`src/wdb_pkg.sv`:
```
package wdb_pkg;

    // Printed offsets are register indices; the byte address is four times the index
    localparam int                APB_AW       = 12;
    localparam logic [7:0]        MODE_INDEX   = 8'h0F;
    localparam logic [7:0]        STATUS_INDEX = 8'h10;

    function automatic logic [APB_AW-1:0] byte_addr(input logic [7:0] index);
        return {2'b00, index, 2'b00};
    endfunction

    localparam logic [APB_AW-1:0] MODE_ADDR    = byte_addr(MODE_INDEX);
    localparam logic [APB_AW-1:0] STATUS_ADDR  = byte_addr(STATUS_INDEX);

    // Mode register value after power-on, brown-out or watchdog reset
    localparam logic [3:0]        MODE_RESET   = 4'hC;

    // Clocking: clk_in is the crystal clock
    localparam int CLK_HZ               = 40_000_000;
    localparam int CRYSTAL_CLOCK_PER_CPU         = 2;
    localparam int WINDOW_CRYSTAL_CLOCK_CLOCKS   = 120;
    localparam int WINDOW_CPU_CYCLES    = WINDOW_CRYSTAL_CLOCK_CLOCKS / CRYSTAL_CLOCK_PER_CPU;
    localparam int WIN_CNT_W            = $clog2(WINDOW_CPU_CYCLES);
    localparam int RC_HZ_DEFAULT        = 1_000_000;
    localparam int RC_DIV_DEFAULT       = CLK_HZ / RC_HZ_DEFAULT;

    // Counter sizes and lengths in RC ticks
    localparam int WDT_CNT_W            = 16;
    localparam int POR_CNT_W            = 16;
    localparam int POR_RC_TICKS_DEFAULT = 256;
    localparam int TAP0_DEFAULT         = 2048;
    localparam int TAP1_DEFAULT         = 4096;
    localparam int TAP2_DEFAULT         = 8192;
    localparam int TAP3_DEFAULT         = 32768;

    // Last reset cause codes
    localparam logic [1:0] CAUSE_POR      = 2'h0;
    localparam logic [1:0] CAUSE_BROWNOUT = 2'h1;
    localparam logic [1:0] CAUSE_WDT      = 2'h2;

    typedef struct packed {
        logic       stop_run;
        logic       halt_run;
        logic [1:0] time_sel;
    } wdb_mode_t;

    typedef struct packed {
        logic zero;
        logic sign;
        logic overflow;
    } wdb_flags_t;

    localparam wdb_flags_t REFRESH_FLAGS = 3'h4;

    typedef struct packed {
        logic [WDT_CNT_W-1:0]    count;
        logic [26-WDT_CNT_W:0]   unused;
        logic                    cpu_reset;
        logic [1:0]              cause;
        logic                    window_open;
        logic                    running;
    } wdb_status_t;

    typedef enum logic [1:0] {ST_POR, ST_BROWNOUT, ST_RUN} wdb_rst_state_t;

endpackage

```
`src/wdb_tick_div.sv`:
```
`timescale 1ns/1ps
module wdb_tick_div #(
    parameter int DIV = 2
) (
    // Clock and reset
    input  wire logic clk_in,
    input  wire logic reset_in,
    // Divider control
    input  wire logic enable_in,
    output logic      tick_out
);
    localparam int CW = (DIV > 1) ? $clog2(DIV) : 1;

    if (DIV < 1) begin : g_bad_div
        $error("wdb_tick_div: DIV must be at least 1");
    end

    logic [CW-1:0] count;
    wire           last = (count == CW'(DIV - 1));

    always_ff @(posedge clk_in or posedge reset_in) begin
        if (reset_in) begin
            count    <= '0;
            tick_out <= 1'b0;
        end else begin
            tick_out <= enable_in & last;
            if (enable_in) begin
                count <= last ? '0 : count + CW'(1);
            end
        end
    end
endmodule // wdb_tick_div

```
`src/wdb_wdt_counter.sv`:
```
`timescale 1ns/1ps
module wdb_wdt_counter
    import wdb_pkg::*;
#(
    parameter int TAP0 = TAP0_DEFAULT,
    parameter int TAP1 = TAP1_DEFAULT,
    parameter int TAP2 = TAP2_DEFAULT,
    parameter int TAP3 = TAP3_DEFAULT
) (
    // Clock and reset
    input  wire logic                 clk_in,
    input  wire logic                 reset_in,
    // Control
    input  wire logic                 clear_in,
    input  wire logic                 tick_in,
    input  wire logic                 run_in,
    input  wire logic [1:0]           time_sel_in,
    // State
    output logic [WDT_CNT_W-1:0]      count_out,
    output logic                      timeout_out
);
    if (TAP0 < 1 || TAP1 < 1 || TAP2 < 1 || TAP3 < 1 ||
        TAP0 > 2**WDT_CNT_W || TAP1 > 2**WDT_CNT_W ||
        TAP2 > 2**WDT_CNT_W || TAP3 > 2**WDT_CNT_W) begin : g_bad_tap
        $error("wdb_wdt_counter: tap lengths must lie in 1 .. 2**WDT_CNT_W");
    end

    function automatic logic [WDT_CNT_W-1:0] terminal(input logic [1:0] sel);
        case (sel)
            2'b00:   return WDT_CNT_W'(TAP0 - 1);
            2'b01:   return WDT_CNT_W'(TAP1 - 1);
            2'b10:   return WDT_CNT_W'(TAP2 - 1);
            default: return WDT_CNT_W'(TAP3 - 1);
        endcase
    endfunction

    wire step   = tick_in & run_in;
    wire at_end = (count_out == terminal(time_sel_in));

    // A clear in the terminal cycle wins, so a refresh just in time never resets
    always_ff @(posedge clk_in or posedge reset_in) begin
        if (reset_in) begin
            count_out   <= '0;
            timeout_out <= 1'b0;
        end else if (clear_in) begin
            count_out   <= '0;
            timeout_out <= 1'b0;
        end else begin
            timeout_out <= step & at_end;
            if (step) begin
                count_out <= at_end ? '0 : count_out + WDT_CNT_W'(1);
            end
        end
    end
endmodule // wdb_wdt_counter

```
`src/wdb_watchdog.sv`:
```
// Our own choice: the APB interface to the registers.
`timescale 1ns/1ps
// Notes on behaviour
// - Watchdog is a retriggerable one-shot; terminal count resets the processor.
// - Watchdog stays idle until the first watchdog instruction starts it.
// - Each later watchdog instruction restarts the timeout period.
// - Watchdog counter advances on the on-board RC oscillator, not the crystal.
// - Watchdog instruction updates the zero, sign and overflow flags.
// - Power-on-reset counter also runs from the internal RC oscillator.
// - Mode bits 0 and 1 pick the counter tap setting the minimum timeout.
// - Mode bit 2 decides whether the watchdog counts during halt.
// - Mode bit 3 decides counting during stop; 1 means active, default 1.
// - Mode bits 4 to 7 are reserved and change nothing.
// - Mode writable only for 60 processor cycles after first instruction.
// - Mode register is write-only; reads never return its contents.
// - Mode register sits at index 0Fh of the expanded register bank.
// - Stop halts the crystal, so counters use the RC clock in stop.
// - A one-time option enables the watchdog straight out of power-on reset.
// - Global reset is held while the supply sits below the brown-out threshold.
// - When the supply recovers, a full power-on-reset sequence runs first.
module wdb_watchdog
    import wdb_pkg::*;
#(
    parameter int RC_DIV       = RC_DIV_DEFAULT,
    parameter int POR_RC_TICKS = POR_RC_TICKS_DEFAULT,
    parameter int TAP0         = TAP0_DEFAULT,
    parameter int TAP1         = TAP1_DEFAULT,
    parameter int TAP2         = TAP2_DEFAULT,
    parameter int TAP3         = TAP3_DEFAULT
) (
    // Clock and reset
    input  wire logic              clk_in,
    input  wire logic              reset_in,
    // APB slave
    input  wire logic              psel_in,
    input  wire logic              penable_in,
    input  wire logic              pwrite_in,
    input  wire logic [APB_AW-1:0] paddr_in,
    input  wire logic [31:0]       pwdata_in,
    output logic [31:0]            prdata_out,
    output logic                   pready_out,
    output logic                   pslverr_out,
    // Processor core
    input  wire logic              instr_exec_in,
    input  wire logic              wdt_instr_in,
    input  wire logic              halt_in,
    input  wire logic              stop_in,
    input  wire logic              stop_mode_recovery_in,
    output wdb_flags_t             flags_out,
    output logic                   flags_write_out,
    // Option and supply
    input  wire logic              otp_wdt_at_por_in,
    input  wire logic              brownout_threshold_low_in,
    // Reset and state
    output logic                   cpu_reset_out,
    output logic                   watchdog_timer_running_out
);
    if (RC_DIV < 1) begin : g_bad_rc
        $error("wdb_watchdog: RC_DIV must be at least 1");
    end
    if (POR_RC_TICKS < 1 || POR_RC_TICKS > 2**POR_CNT_W) begin : g_bad_por
        $error("wdb_watchdog: POR_RC_TICKS out of range");
    end

    // ------------------------------------------------------------------
    // Clock enables
    // ------------------------------------------------------------------
    logic rc_tick;
    logic cpu_tick;

    // The RC oscillator never stops, so it keeps both counters alive in stop
    wdb_tick_div #(
        .DIV       (RC_DIV)
    ) u_rc_div (
        .clk_in    (clk_in),
        .reset_in  (reset_in),
        .enable_in (1'b1),
        .tick_out  (rc_tick)
    );

    // Processor cycles come from the crystal and stop with it
    wdb_tick_div #(
        .DIV       (CRYSTAL_CLOCK_PER_CPU)
    ) u_cpu_div (
        .clk_in    (clk_in),
        .reset_in  (reset_in),
        .enable_in (!stop_in),
        .tick_out  (cpu_tick)
    );

    // ------------------------------------------------------------------
    // Reset sequencer
    // ------------------------------------------------------------------
    wdb_rst_state_t         state;
    wdb_rst_state_t         next_state;
    logic [POR_CNT_W-1:0]   por_cnt;
    logic [POR_CNT_W-1:0]   next_por_cnt;
    logic [1:0]             cause;
    logic [1:0]             next_cause;
    logic                   wdt_timeout;

    wire brownout   = brownout_threshold_low_in;
    wire run_state  = (state == ST_RUN);
    wire por_done   = rc_tick && (por_cnt == POR_CNT_W'(POR_RC_TICKS - 1));
    wire leaving_por = (state == ST_POR) && (next_state == ST_RUN);

    always_comb begin
        next_state = state;
        case (state)
            ST_BROWNOUT: begin
                if (!brownout) begin
                    next_state = ST_POR;
                end
            end
            ST_POR: begin
                if (brownout) begin
                    next_state = ST_BROWNOUT;
                end else if (por_done) begin
                    next_state = ST_RUN;
                end
            end
            default: begin
                if (brownout) begin
                    next_state = ST_BROWNOUT;
                end else if (wdt_timeout) begin
                    next_state = ST_POR;
                end
            end
        endcase
    end

    // The power-on count restarts on every entry, so each reset gets a full sequence
    assign next_por_cnt = (state != ST_POR) ? '0 :
                          rc_tick ? por_cnt + POR_CNT_W'(1) : por_cnt;

    assign next_cause = (next_state == ST_BROWNOUT) ? CAUSE_BROWNOUT :
                        (run_state && next_state == ST_POR) ? CAUSE_WDT : cause;

    always_ff @(posedge clk_in or posedge reset_in) begin
        if (reset_in) begin
            state         <= ST_POR;
            por_cnt       <= '0;
            cause         <= CAUSE_POR;
            cpu_reset_out <= 1'b1;
        end else begin
            state         <= next_state;
            por_cnt       <= next_por_cnt;
            cause         <= next_cause;
            cpu_reset_out <= (next_state != ST_RUN);
        end
    end

    // ------------------------------------------------------------------
    // Mode write window
    // ------------------------------------------------------------------
    logic                 win_armed;
    logic                 win_open;
    logic [WIN_CNT_W-1:0] win_cnt;
    logic                 next_win_armed;
    logic                 next_win_open;
    logic [WIN_CNT_W-1:0] next_win_cnt;

    wire stop_mode_recovery       = stop_mode_recovery_in;
    wire win_rearm = !run_state || stop_mode_recovery;
    wire win_start = win_armed && instr_exec_in;
    wire win_last  = cpu_tick && (win_cnt == WIN_CNT_W'(WINDOW_CPU_CYCLES - 1));

    // Window opens at the first instruction after any reset or stop recovery
    assign next_win_armed = win_rearm ? 1'b1 : (win_start ? 1'b0 : win_armed);
    assign next_win_open  = win_rearm ? 1'b0 :
                            win_start ? 1'b1 :
                            (win_open && win_last) ? 1'b0 : win_open;
    assign next_win_cnt   = (win_rearm || win_start) ? '0 :
                            (win_open && cpu_tick) ? win_cnt + WIN_CNT_W'(1) : win_cnt;

    always_ff @(posedge clk_in or posedge reset_in) begin
        if (reset_in) begin
            win_armed <= 1'b1;
            win_open  <= 1'b0;
            win_cnt   <= '0;
        end else begin
            win_armed <= next_win_armed;
            win_open  <= next_win_open;
            win_cnt   <= next_win_cnt;
        end
    end

    // ------------------------------------------------------------------
    // APB slave
    // ------------------------------------------------------------------
    wdb_mode_t   mode;
    wdb_status_t status;
    logic [31:0] next_prdata;

    wire apb_setup  = psel_in && !penable_in;
    wire apb_access = psel_in && penable_in;
    wire apb_wr     = apb_access && pwrite_in;
    wire is_mode    = (paddr_in == MODE_ADDR);
    wire is_status  = (paddr_in == STATUS_ADDR);
    wire mapped     = is_mode || is_status;
    wire mode_wr    = apb_wr && is_mode && win_open && run_state;

    // Zero wait states; unmapped addresses answer with an error
    assign pready_out  = apb_access;
    assign pslverr_out = apb_access && !mapped;

    // The mode location reads as zero: software cannot learn its setting
    assign next_prdata = (!pwrite_in && is_status) ? status : 32'h0000_0000;

    always_ff @(posedge clk_in or posedge reset_in) begin
        if (reset_in) begin
            prdata_out <= 32'h0000_0000;
        end else if (apb_setup) begin
            prdata_out <= next_prdata;
        end
    end

    // Stop recovery keeps the mode; the hard resets restore its default
    always_ff @(posedge clk_in or posedge reset_in) begin
        if (reset_in) begin
            mode <= MODE_RESET;
        end else if (!run_state) begin
            mode <= MODE_RESET;
        end else if (mode_wr) begin
            mode <= pwdata_in[3:0];
        end
    end

    // ------------------------------------------------------------------
    // Watchdog enable, counter and flags
    // ------------------------------------------------------------------
    logic                 wdt_en;
    logic                 next_wdt_en;
    logic [WDT_CNT_W-1:0] wdt_count;

    wire instr_ok   = run_state && wdt_instr_in;
    wire halt_block = halt_in && !mode.halt_run;
    wire stop_block = stop_in && !mode.stop_run;
    wire cnt_run    = wdt_en && run_state && !halt_block && !stop_block;
    wire cnt_clear  = !run_state || !wdt_en || stop_mode_recovery || instr_ok;

    // The option strap is sampled by the clock as the power-on sequence ends
    assign next_wdt_en = !run_state ? (leaving_por && otp_wdt_at_por_in) :
                         (instr_ok ? 1'b1 : wdt_en);

    always_ff @(posedge clk_in or posedge reset_in) begin
        if (reset_in) begin
            wdt_en <= 1'b0;
        end else begin
            wdt_en <= next_wdt_en;
        end
    end

    wdb_wdt_counter #(
        .TAP0        (TAP0),
        .TAP1        (TAP1),
        .TAP2        (TAP2),
        .TAP3        (TAP3)
    ) u_counter (
        .clk_in      (clk_in),
        .reset_in    (reset_in),
        .clear_in    (cnt_clear),
        .tick_in     (rc_tick),
        .run_in      (cnt_run),
        .time_sel_in (mode.time_sel),
        .count_out   (wdt_count),
        .timeout_out (wdt_timeout)
    );

    always_ff @(posedge clk_in or posedge reset_in) begin
        if (reset_in) begin
            flags_out       <= '0;
            flags_write_out <= 1'b0;
        end else begin
            flags_write_out <= instr_ok;
            if (instr_ok) begin
                flags_out <= REFRESH_FLAGS;
            end
        end
    end

    assign watchdog_timer_running_out = wdt_en;

    always_comb begin
        status             = '0;
        status.count       = wdt_count;
        status.cpu_reset   = cpu_reset_out;
        status.cause       = cause;
        status.window_open = win_open;
        status.running     = wdt_en;
    end
endmodule // wdb_watchdog

```
`config.mk`:
```
export PLATFORM = sky130hd
export DESIGN_NAME = wdb_watchdog
export DESIGN_NICKNAME = d
export VERILOG_FILES = /design/src/wdb_pkg.sv /design/src/wdb_tick_div.sv /design/src/wdb_wdt_counter.sv /design/src/wdb_watchdog.sv
export SDC_FILE = /design/constraint.sdc
export NUM_CORES = 1
export LEC_CHECK = 0
export BUFFER_PORTS_ARGS = -buffer_cell sky130_fd_sc_hd__buf_2
export CELL_PAD_IN_SITES_DETAIL_PLACEMENT = 0
export CELL_PAD_IN_SITES_GLOBAL_PLACEMENT = 1
export CORE_ASPECT_RATIO = 0.6
export CORE_MARGIN = 3
export CORE_UTILIZATION = 37
export DETAILED_ROUTE_END_ITERATION = 8
export GPL_TIMING_DRIVEN = 1
export HOLD_SLACK_MARGIN = 0.08
export PLACE_DENSITY_LB_ADDON = 0.08
export SYNTH_ARGS = -nofsm -noshare
export SYNTH_HDL_FRONTEND = slang
export SYNTH_HIERARCHICAL = 1
export SYNTH_SLANG_ARGS = --single-unit
```
`constraint.sdc`:
```
create_clock -name clk_in -period 2.2 [get_ports clk_in]
set_input_delay 0.44 -clock clk_in [delete_from_list [all_inputs] [get_ports clk_in]]
set_output_delay 0.44 -clock clk_in [all_outputs]
set_load 0.02 [all_outputs]
```
==> run metrics, run 1 <==
die width=roughly 140 um; port buffer count=54; global-route wire length before repair=15,800 um; WL/cell=15.7 um; First-pass DRT Iterations=5; # rows=28; clock-pin slew on the worst setup and hold paths=approximately 0.06 ns; Post-synth top flop=dfrtp_1; final net count=525; largest area contributor in the netlist=dfrtp_1; placed cell count=587; R2R Setup Slk=about 0.12 ns; GPL Wtd Cong=0.865; I/O pin count=96; setup violators final=0; Setup crit end kind=register; count leader, synth=dfrtp_1; CP Cell Sequence=o21ai_0 -> nor3_2 -> buf_4 -> a21oi_1 -> or2_4 -> or4_4 -> a211oi_2; post-synthesis cell type count=55; number of antenna diodes=0; worst slew pin tran=0.731 ns; Mapped Cells=386; CP max stage delay=0.53 ns; warnings from Yosys=6; HP Class=in2reg; vias in the first global route=2,920; Final Hold Fails=0; Worst setup SP type=register; CTS Buf Count=9; EDFF count, synth=0; FILL cells=983; number of antenna-violating nets in the routed design=0; run status=completed; unrepaired setup endpoints after global routing=no; Initial Util=0.396; WP data required=between 2 and 2.5 ns; ranking of synthesized cells by area=dfrtp_1, a22o_2, xnor2_1; synthesized area=4080 um^2; final core utilization=0.484; Die ar.=approximately 12,000 um^2; antenna violations before repair=0; root buf cell=clkbuf_16; largest net degree at the start of global routing=34; Arr. time, crit path=2.33 ns; Die Span Y=87.3 um; Peak VDD IR=0.000496 V; GRT Total Usage=0.164; Post-synth ARST share=1.00; drt drc=0; total number of vias=3,044; Final Instance Count excl. Fillers=~610; post-synthesis sequential area ratio=0.511; layout cells sized above 1=0.291; Worst-Skew Late Latency=approximately 0.33 ns; area share of the largest cell type after synthesis=0.485; Max Cap Viol=0; CORE AREA=10,300 um^2; Pins Over Slew Limit=0; Fmax achieved=481 MHz; LEAKAGE=~2.2 nW; crit path kind=reg2reg; Worst Path Max Fanout=4; wirelength, routed=9510 um; Syn-to-layout area delta=22.3%; CTS tree=built; H-tree depth=3; Worst slew margin=0.512; Max stage delay cell, worst path=dfstp_2; number of vias per cell=5.03; final period utilization=0.946; minimum clock period=2.08 ns; Fin Setup TNS=0 ns; placed wire-length estimate=roughly 7000 um; Post-synth top cells=dfrtp_1, nor2_1, nand2_1; PwrDens=roughly 760 nW/um^2; Power Total=3.81 mW; mean post-synth cell area=approximately 11 um^2; Final Skew=a little over 0.006 ns; clock tree sinks=83; Synth Register Bits=83; gr ovfl total=0; CTS max path bufs=2; DRT iter0 DRCs=138
timing repair:
item / 4_1_cts / 5_1_grt
gates resized for setup: 0 / 3
endpoints found under the hold margin: 11 / 0
endpoints found under the setup margin: 0 / 5
hold buffers: 1 / 0
buffers inserted: 0 / 1
registers in the layout (all words and copies together) (netlist names), 2 cells and up:
register / count
cause: 2
mode: 4
por_cnt: 16
prdata_out: 21
state: 2
u_counter/count_out: 16
u_rc_div/count: 6
win_cnt: 6
metrics by stage:
step           hold WS [ns]  instance area, um^2  setup slack, ns
4_1_cts               0.302                 4960           0.0187
2_1_floorplan         0.181                 4140           0.0790
5_1_grt               0.306                 4980           0.0266
3_5_place_dp          0.350                 4580          -0.0253
3_3_place_gp          0.351                 4580          -0.0361
6_report              0.320                 4980            0.119
cell families after synthesis:
logic type / count (synthesis) / share of synthesized area
multiplexers: 5 / 0.0129
other: 2 / 0.00184
adder cells (fa/ha/maj): 4 / 0.0123
XOR/XNOR: 30 / 0.0645
AO/OA/AOI/OAI: 64 / 0.117
flip-flops: 83 / 0.511
buffers and inverters: 34 / 0.0488
AND/OR/NAND/NOR: 164 / 0.232
where the power goes:
part           internal [mW]  switching [mW]
registers               1.60          0.0787
clock network           1.26           0.603
logic                  0.119           0.150
worst max-delay path: cells and delay by family (launching register included):
| family | cells | cell delay, ns |
|---|---|---|
| AO/OA/AOI/OAI | 3 | 0.41 |
| flip-flops | 1 | 0.53 |
| AND/OR/NAND/NOR | 3 | 0.90 |
| buffers and inverters | 1 | 0.16 |
cell usage in the layout, fill, tap and decap left out, types with 13 or more instances in the layout:
| cell | instances |
|---|---|
| nand3_1 | 16 |
| conb_1 | 19 |
| a22o_2 | 19 |
| o21ai_0 | 17 |
| buf_4 | 16 |
| xnor2_1 | 18 |
| nor3_1 | 15 |
| buf_2 | 54 |
| a21oi_1 | 13 |
| nor2_1 | 31 |
| nand2_1 | 29 |
| dfrtp_1 | 79 |
per-layer routing:
metal / routed length, um / part of all wire / global-route usage / vias to the layer above
li1: - / - / - / 1520
met1: 5330 / 0.56 / 0.269 / 1431
met2: 3450 / 0.36 / 0.208 / 87
met3: 662 / 0.070 / 0.0417 / 6
met4: 63 / 0.0066 / 0.0418 / 0
met5: 0 / 0 / 0 / -
cell type report:
| type | count | area [um^2] | area share |
|---|---|---|---|
| Sequential cell | 83 | 2080 | 0.418 |
| Inverter | 12 | 45.0 | 0.00904 |
| Clock inverter | 6 | 136 | 0.0274 |
| Timing Repair Buffer | 73 | 440 | 0.0884 |
| Clock buffer | 10 | 239 | 0.0480 |
| Multi-Input combinational cell | 286 | 1870 | 0.376 |
| Tap cell | 135 | 169 | 0.0339 |
worst paths after layout:
check / from / end / depth (start not counted)
setup / recovery: mode[3] / u_counter/count_out[13] / 7
hold / removal: instr_exec_in / win_armed / 2
setup reg to reg: mode[3] / u_counter/count_out[13] / 7
hold reg to reg: u_cpu_div/count / u_cpu_div/count / 1
max in group asynchronous: reset_in / u_counter/count_out[8] / 3
min in group asynchronous: reset_in / u_cpu_div/count / 3
Power figures use the tool's default switching activity.
==> run 2, diff against run 1 <==
Settings changed: CORE_MARGIN 3 to 1.
==> run metrics, run 2 (synthesized netlist as in run 1, its figures left out) <==
run status=completed (unchanged); crit path kind=reg2reg (unchanged); layout cells sized above 1=0.286 (was 0.291); DR top layer=met4 (unchanged); worst slew pin tran=0.686 ns (was 0.731 ns); # rows=29 (was 28); Arr. time, crit path=2.36 ns (was 2.33 ns); register area=2080 um^2 (unchanged); HP Class=in2reg (unchanged); final period utilization=0.959 (was 0.946); Post-CTS Setup Bufs=0 (unchanged); root buf cell=clkbuf_16 (unchanged); met3 routed WL=589 um (was 662 um); CTS tree=built (unchanged); most frequent cells in the layout=dfrtp_1, buf_2, nor2_1, nand2_1 (unchanged); CP max stage delay=0.52 ns (was 0.53 ns); die width=138 um (was 142 um); global-route wire length before repair=16,000 um (was 15,800 um); clock tree sinks=83 (unchanged); wirelength, routed=9770 um (was 9510 um); Peak VDD IR=0.000389 V (was 0.000496 V); Fin Setup TNS=0 ns (unchanged); H-tree depth=3 (unchanged); WL/cell=16.1 um (was 15.7 um); Final Hold Fails=0 (unchanged); LEAKAGE=2.17 nW (was 2.20 nW); placed wire-length estimate=6910 um (was 6970 um); R2R Setup Slk=0.09 ns (was 0.12 ns); multi-input combinational cell area=1860 um^2 (was 1870 um^2); Worst slew margin=0.542 (was 0.512); FILL cells=1,026 (was 983); number of antenna-violating nets in the routed design=0 (unchanged); Worst setup SP type=register (unchanged); CTS Buf Count=9 (unchanged); I/O pin count=96 (unchanged); GPL Wtd Cong=0.779 (was 0.865); WP data required=2.45 ns (about the same); GRT Total Usage=0.186 (was 0.164); final net count=523 (was 525); top flop regs=prdata_out: 21 flops, por_cnt: 16 flops, u_counter/count_out: 16 flops (unchanged); minimum clock period=2.11 ns (was 2.08 ns); PwrDens=755 nW/um^2 (was 764 nW/um^2); Worst path top cell family by delay=simple AND/OR/NAND/NOR gates (unchanged); met2 wire len=3760 um (was 3450 um); drt drc=0 (unchanged); final core utilization=0.463 (was 0.484); leading cell type in the layout, fill and taps excluded=dfrtp_1 (unchanged); Syn-to-layout area delta=20.8% (was 22.3%); unrepaired setup endpoints after global routing=no (unchanged); Worst-Skew Late Latency=0.34 ns (was 0.33 ns); CP Cell Sequence=nand2b_2 -> nor3_1 -> buf_4 -> a21oi_1 -> or2_4 -> or4_4 -> a211oi_2 (was o21ai_0 -> nor3_2 -> buf_4 -> a21oi_1 -> or2_4 -> or4_4 -> a211oi_2); CTS max path bufs=2 (unchanged); number of antenna diodes=0 (unchanged); Max Cap Viol=0 (unchanged); vias in the first global route=2,947 (was 2,920); largest net degree at the start of global routing=42 (was 34); largest register by flop count=prdata_out (unchanged); Pins Over Slew Limit=0 (unchanged); gr ovfl total=0 (unchanged); setup violators final=0 (unchanged); total number of vias=3,075 (was 3,044); port buffer count=54 (unchanged); First-pass DRT Iterations=4 (was 5); Setup crit end kind=register (unchanged); antenna violations before repair=0 (unchanged); CORE AREA=10,600 um^2 (was 10,300 um^2); met1 WL=5360 um (was 5330 um); clock-pin slew on the worst setup and hold paths=0.06 ns (about the same); Die Span Y=83.3 um (was 87.3 um); Max stage delay cell, worst path=or4_4 (was dfstp_2); Final Skew=0.00515 ns (was 0.00616 ns); number of vias per cell=5.07 (was 5.03); max FFs per register=21 (unchanged); Fmax achieved=474 MHz (was 481 MHz); Initial Util=0.383 (was 0.396); Worst Path Max Fanout=4 (unchanged); Critical path buffers and inverters=1 (unchanged); DRT iter0 DRCs=135 (was 138); Die ar.=11,500 um^2 (was 12,400 um^2)
-- run 2: cell count changes in the layout (fill, tap and decap cells not counted), sizes merged --
| cell | delta |
|---|---|
| bufinv | -1 |
| inv | +1 |
| buf | -2 |
-- run 2: routing by layer --
| metal | track usage | up-vias |
|---|---|---|
| met5 | 0 | - |
| met4 | 0.0450 | 0 |
| met3 | 0.0452 | 5 |
| met2 | 0.241 | 94 |
| met1 | 0.299 | 1457 |
| li1 | - | 1519 |
-- run 2: layout make-up --
class                   count  area share
well taps                 139      0.0353
clock buffers              10      0.0485
flip-flops and latches     83       0.423
clock inverters             6      0.0226
repair buffers             71      0.0838
inverters                  12     0.00914
multi-input cells         286       0.378
-- run 2: worst paths after layout --
| path | start | end | cells past startpoint |
|---|---|---|---|
| setup / recovery | state[0] | u_counter/count_out[13] | 7 |
| hold / removal | instr_exec_in | win_armed | 2 |
| setup reg to reg | state[0] | u_counter/count_out[13] | 7 |
| hold reg to reg | flags_out[2] | flags_out[2] | 1 |
| max in group asynchronous | reset_in | cpu_reset_out | 4 |
| min in group asynchronous | reset_in | u_cpu_div/count | 3 |
-- run 2: where the power goes --
part / internal (mW) / switching, mW
Combinational: 0.118 / 0.151
Clock: 1.14 / 0.622
Sequential: 1.60 / 0.0837
-- run 2: through the flow --
stage	cell area, um^2	total power [mW]	hold slack, ns	instances	setup slack (ns)
4_1_cts	4920	3.77	0.302	607	0.0607
3_5_place_dp	4560	1.99	0.345	590	0.0135
5_1_grt	4930	3.88	0.310	607	0.00735
6_report	4930	3.72	0.305	607	0.0910
3_3_place_gp	4560	1.97	0.340	590	0.00118
2_1_floorplan	4140	1.91	0.181	403	0.0790
-- run 2: timing repair --
| action | in CTS | in global routing |
|---|---|---|
| gates resized for setup | 0 | 1 |
| setup endpoints to repair | 0 | 4 |
| hold endpoints to repair | 9 | 0 |
| hold buffers | 1 | 0 |
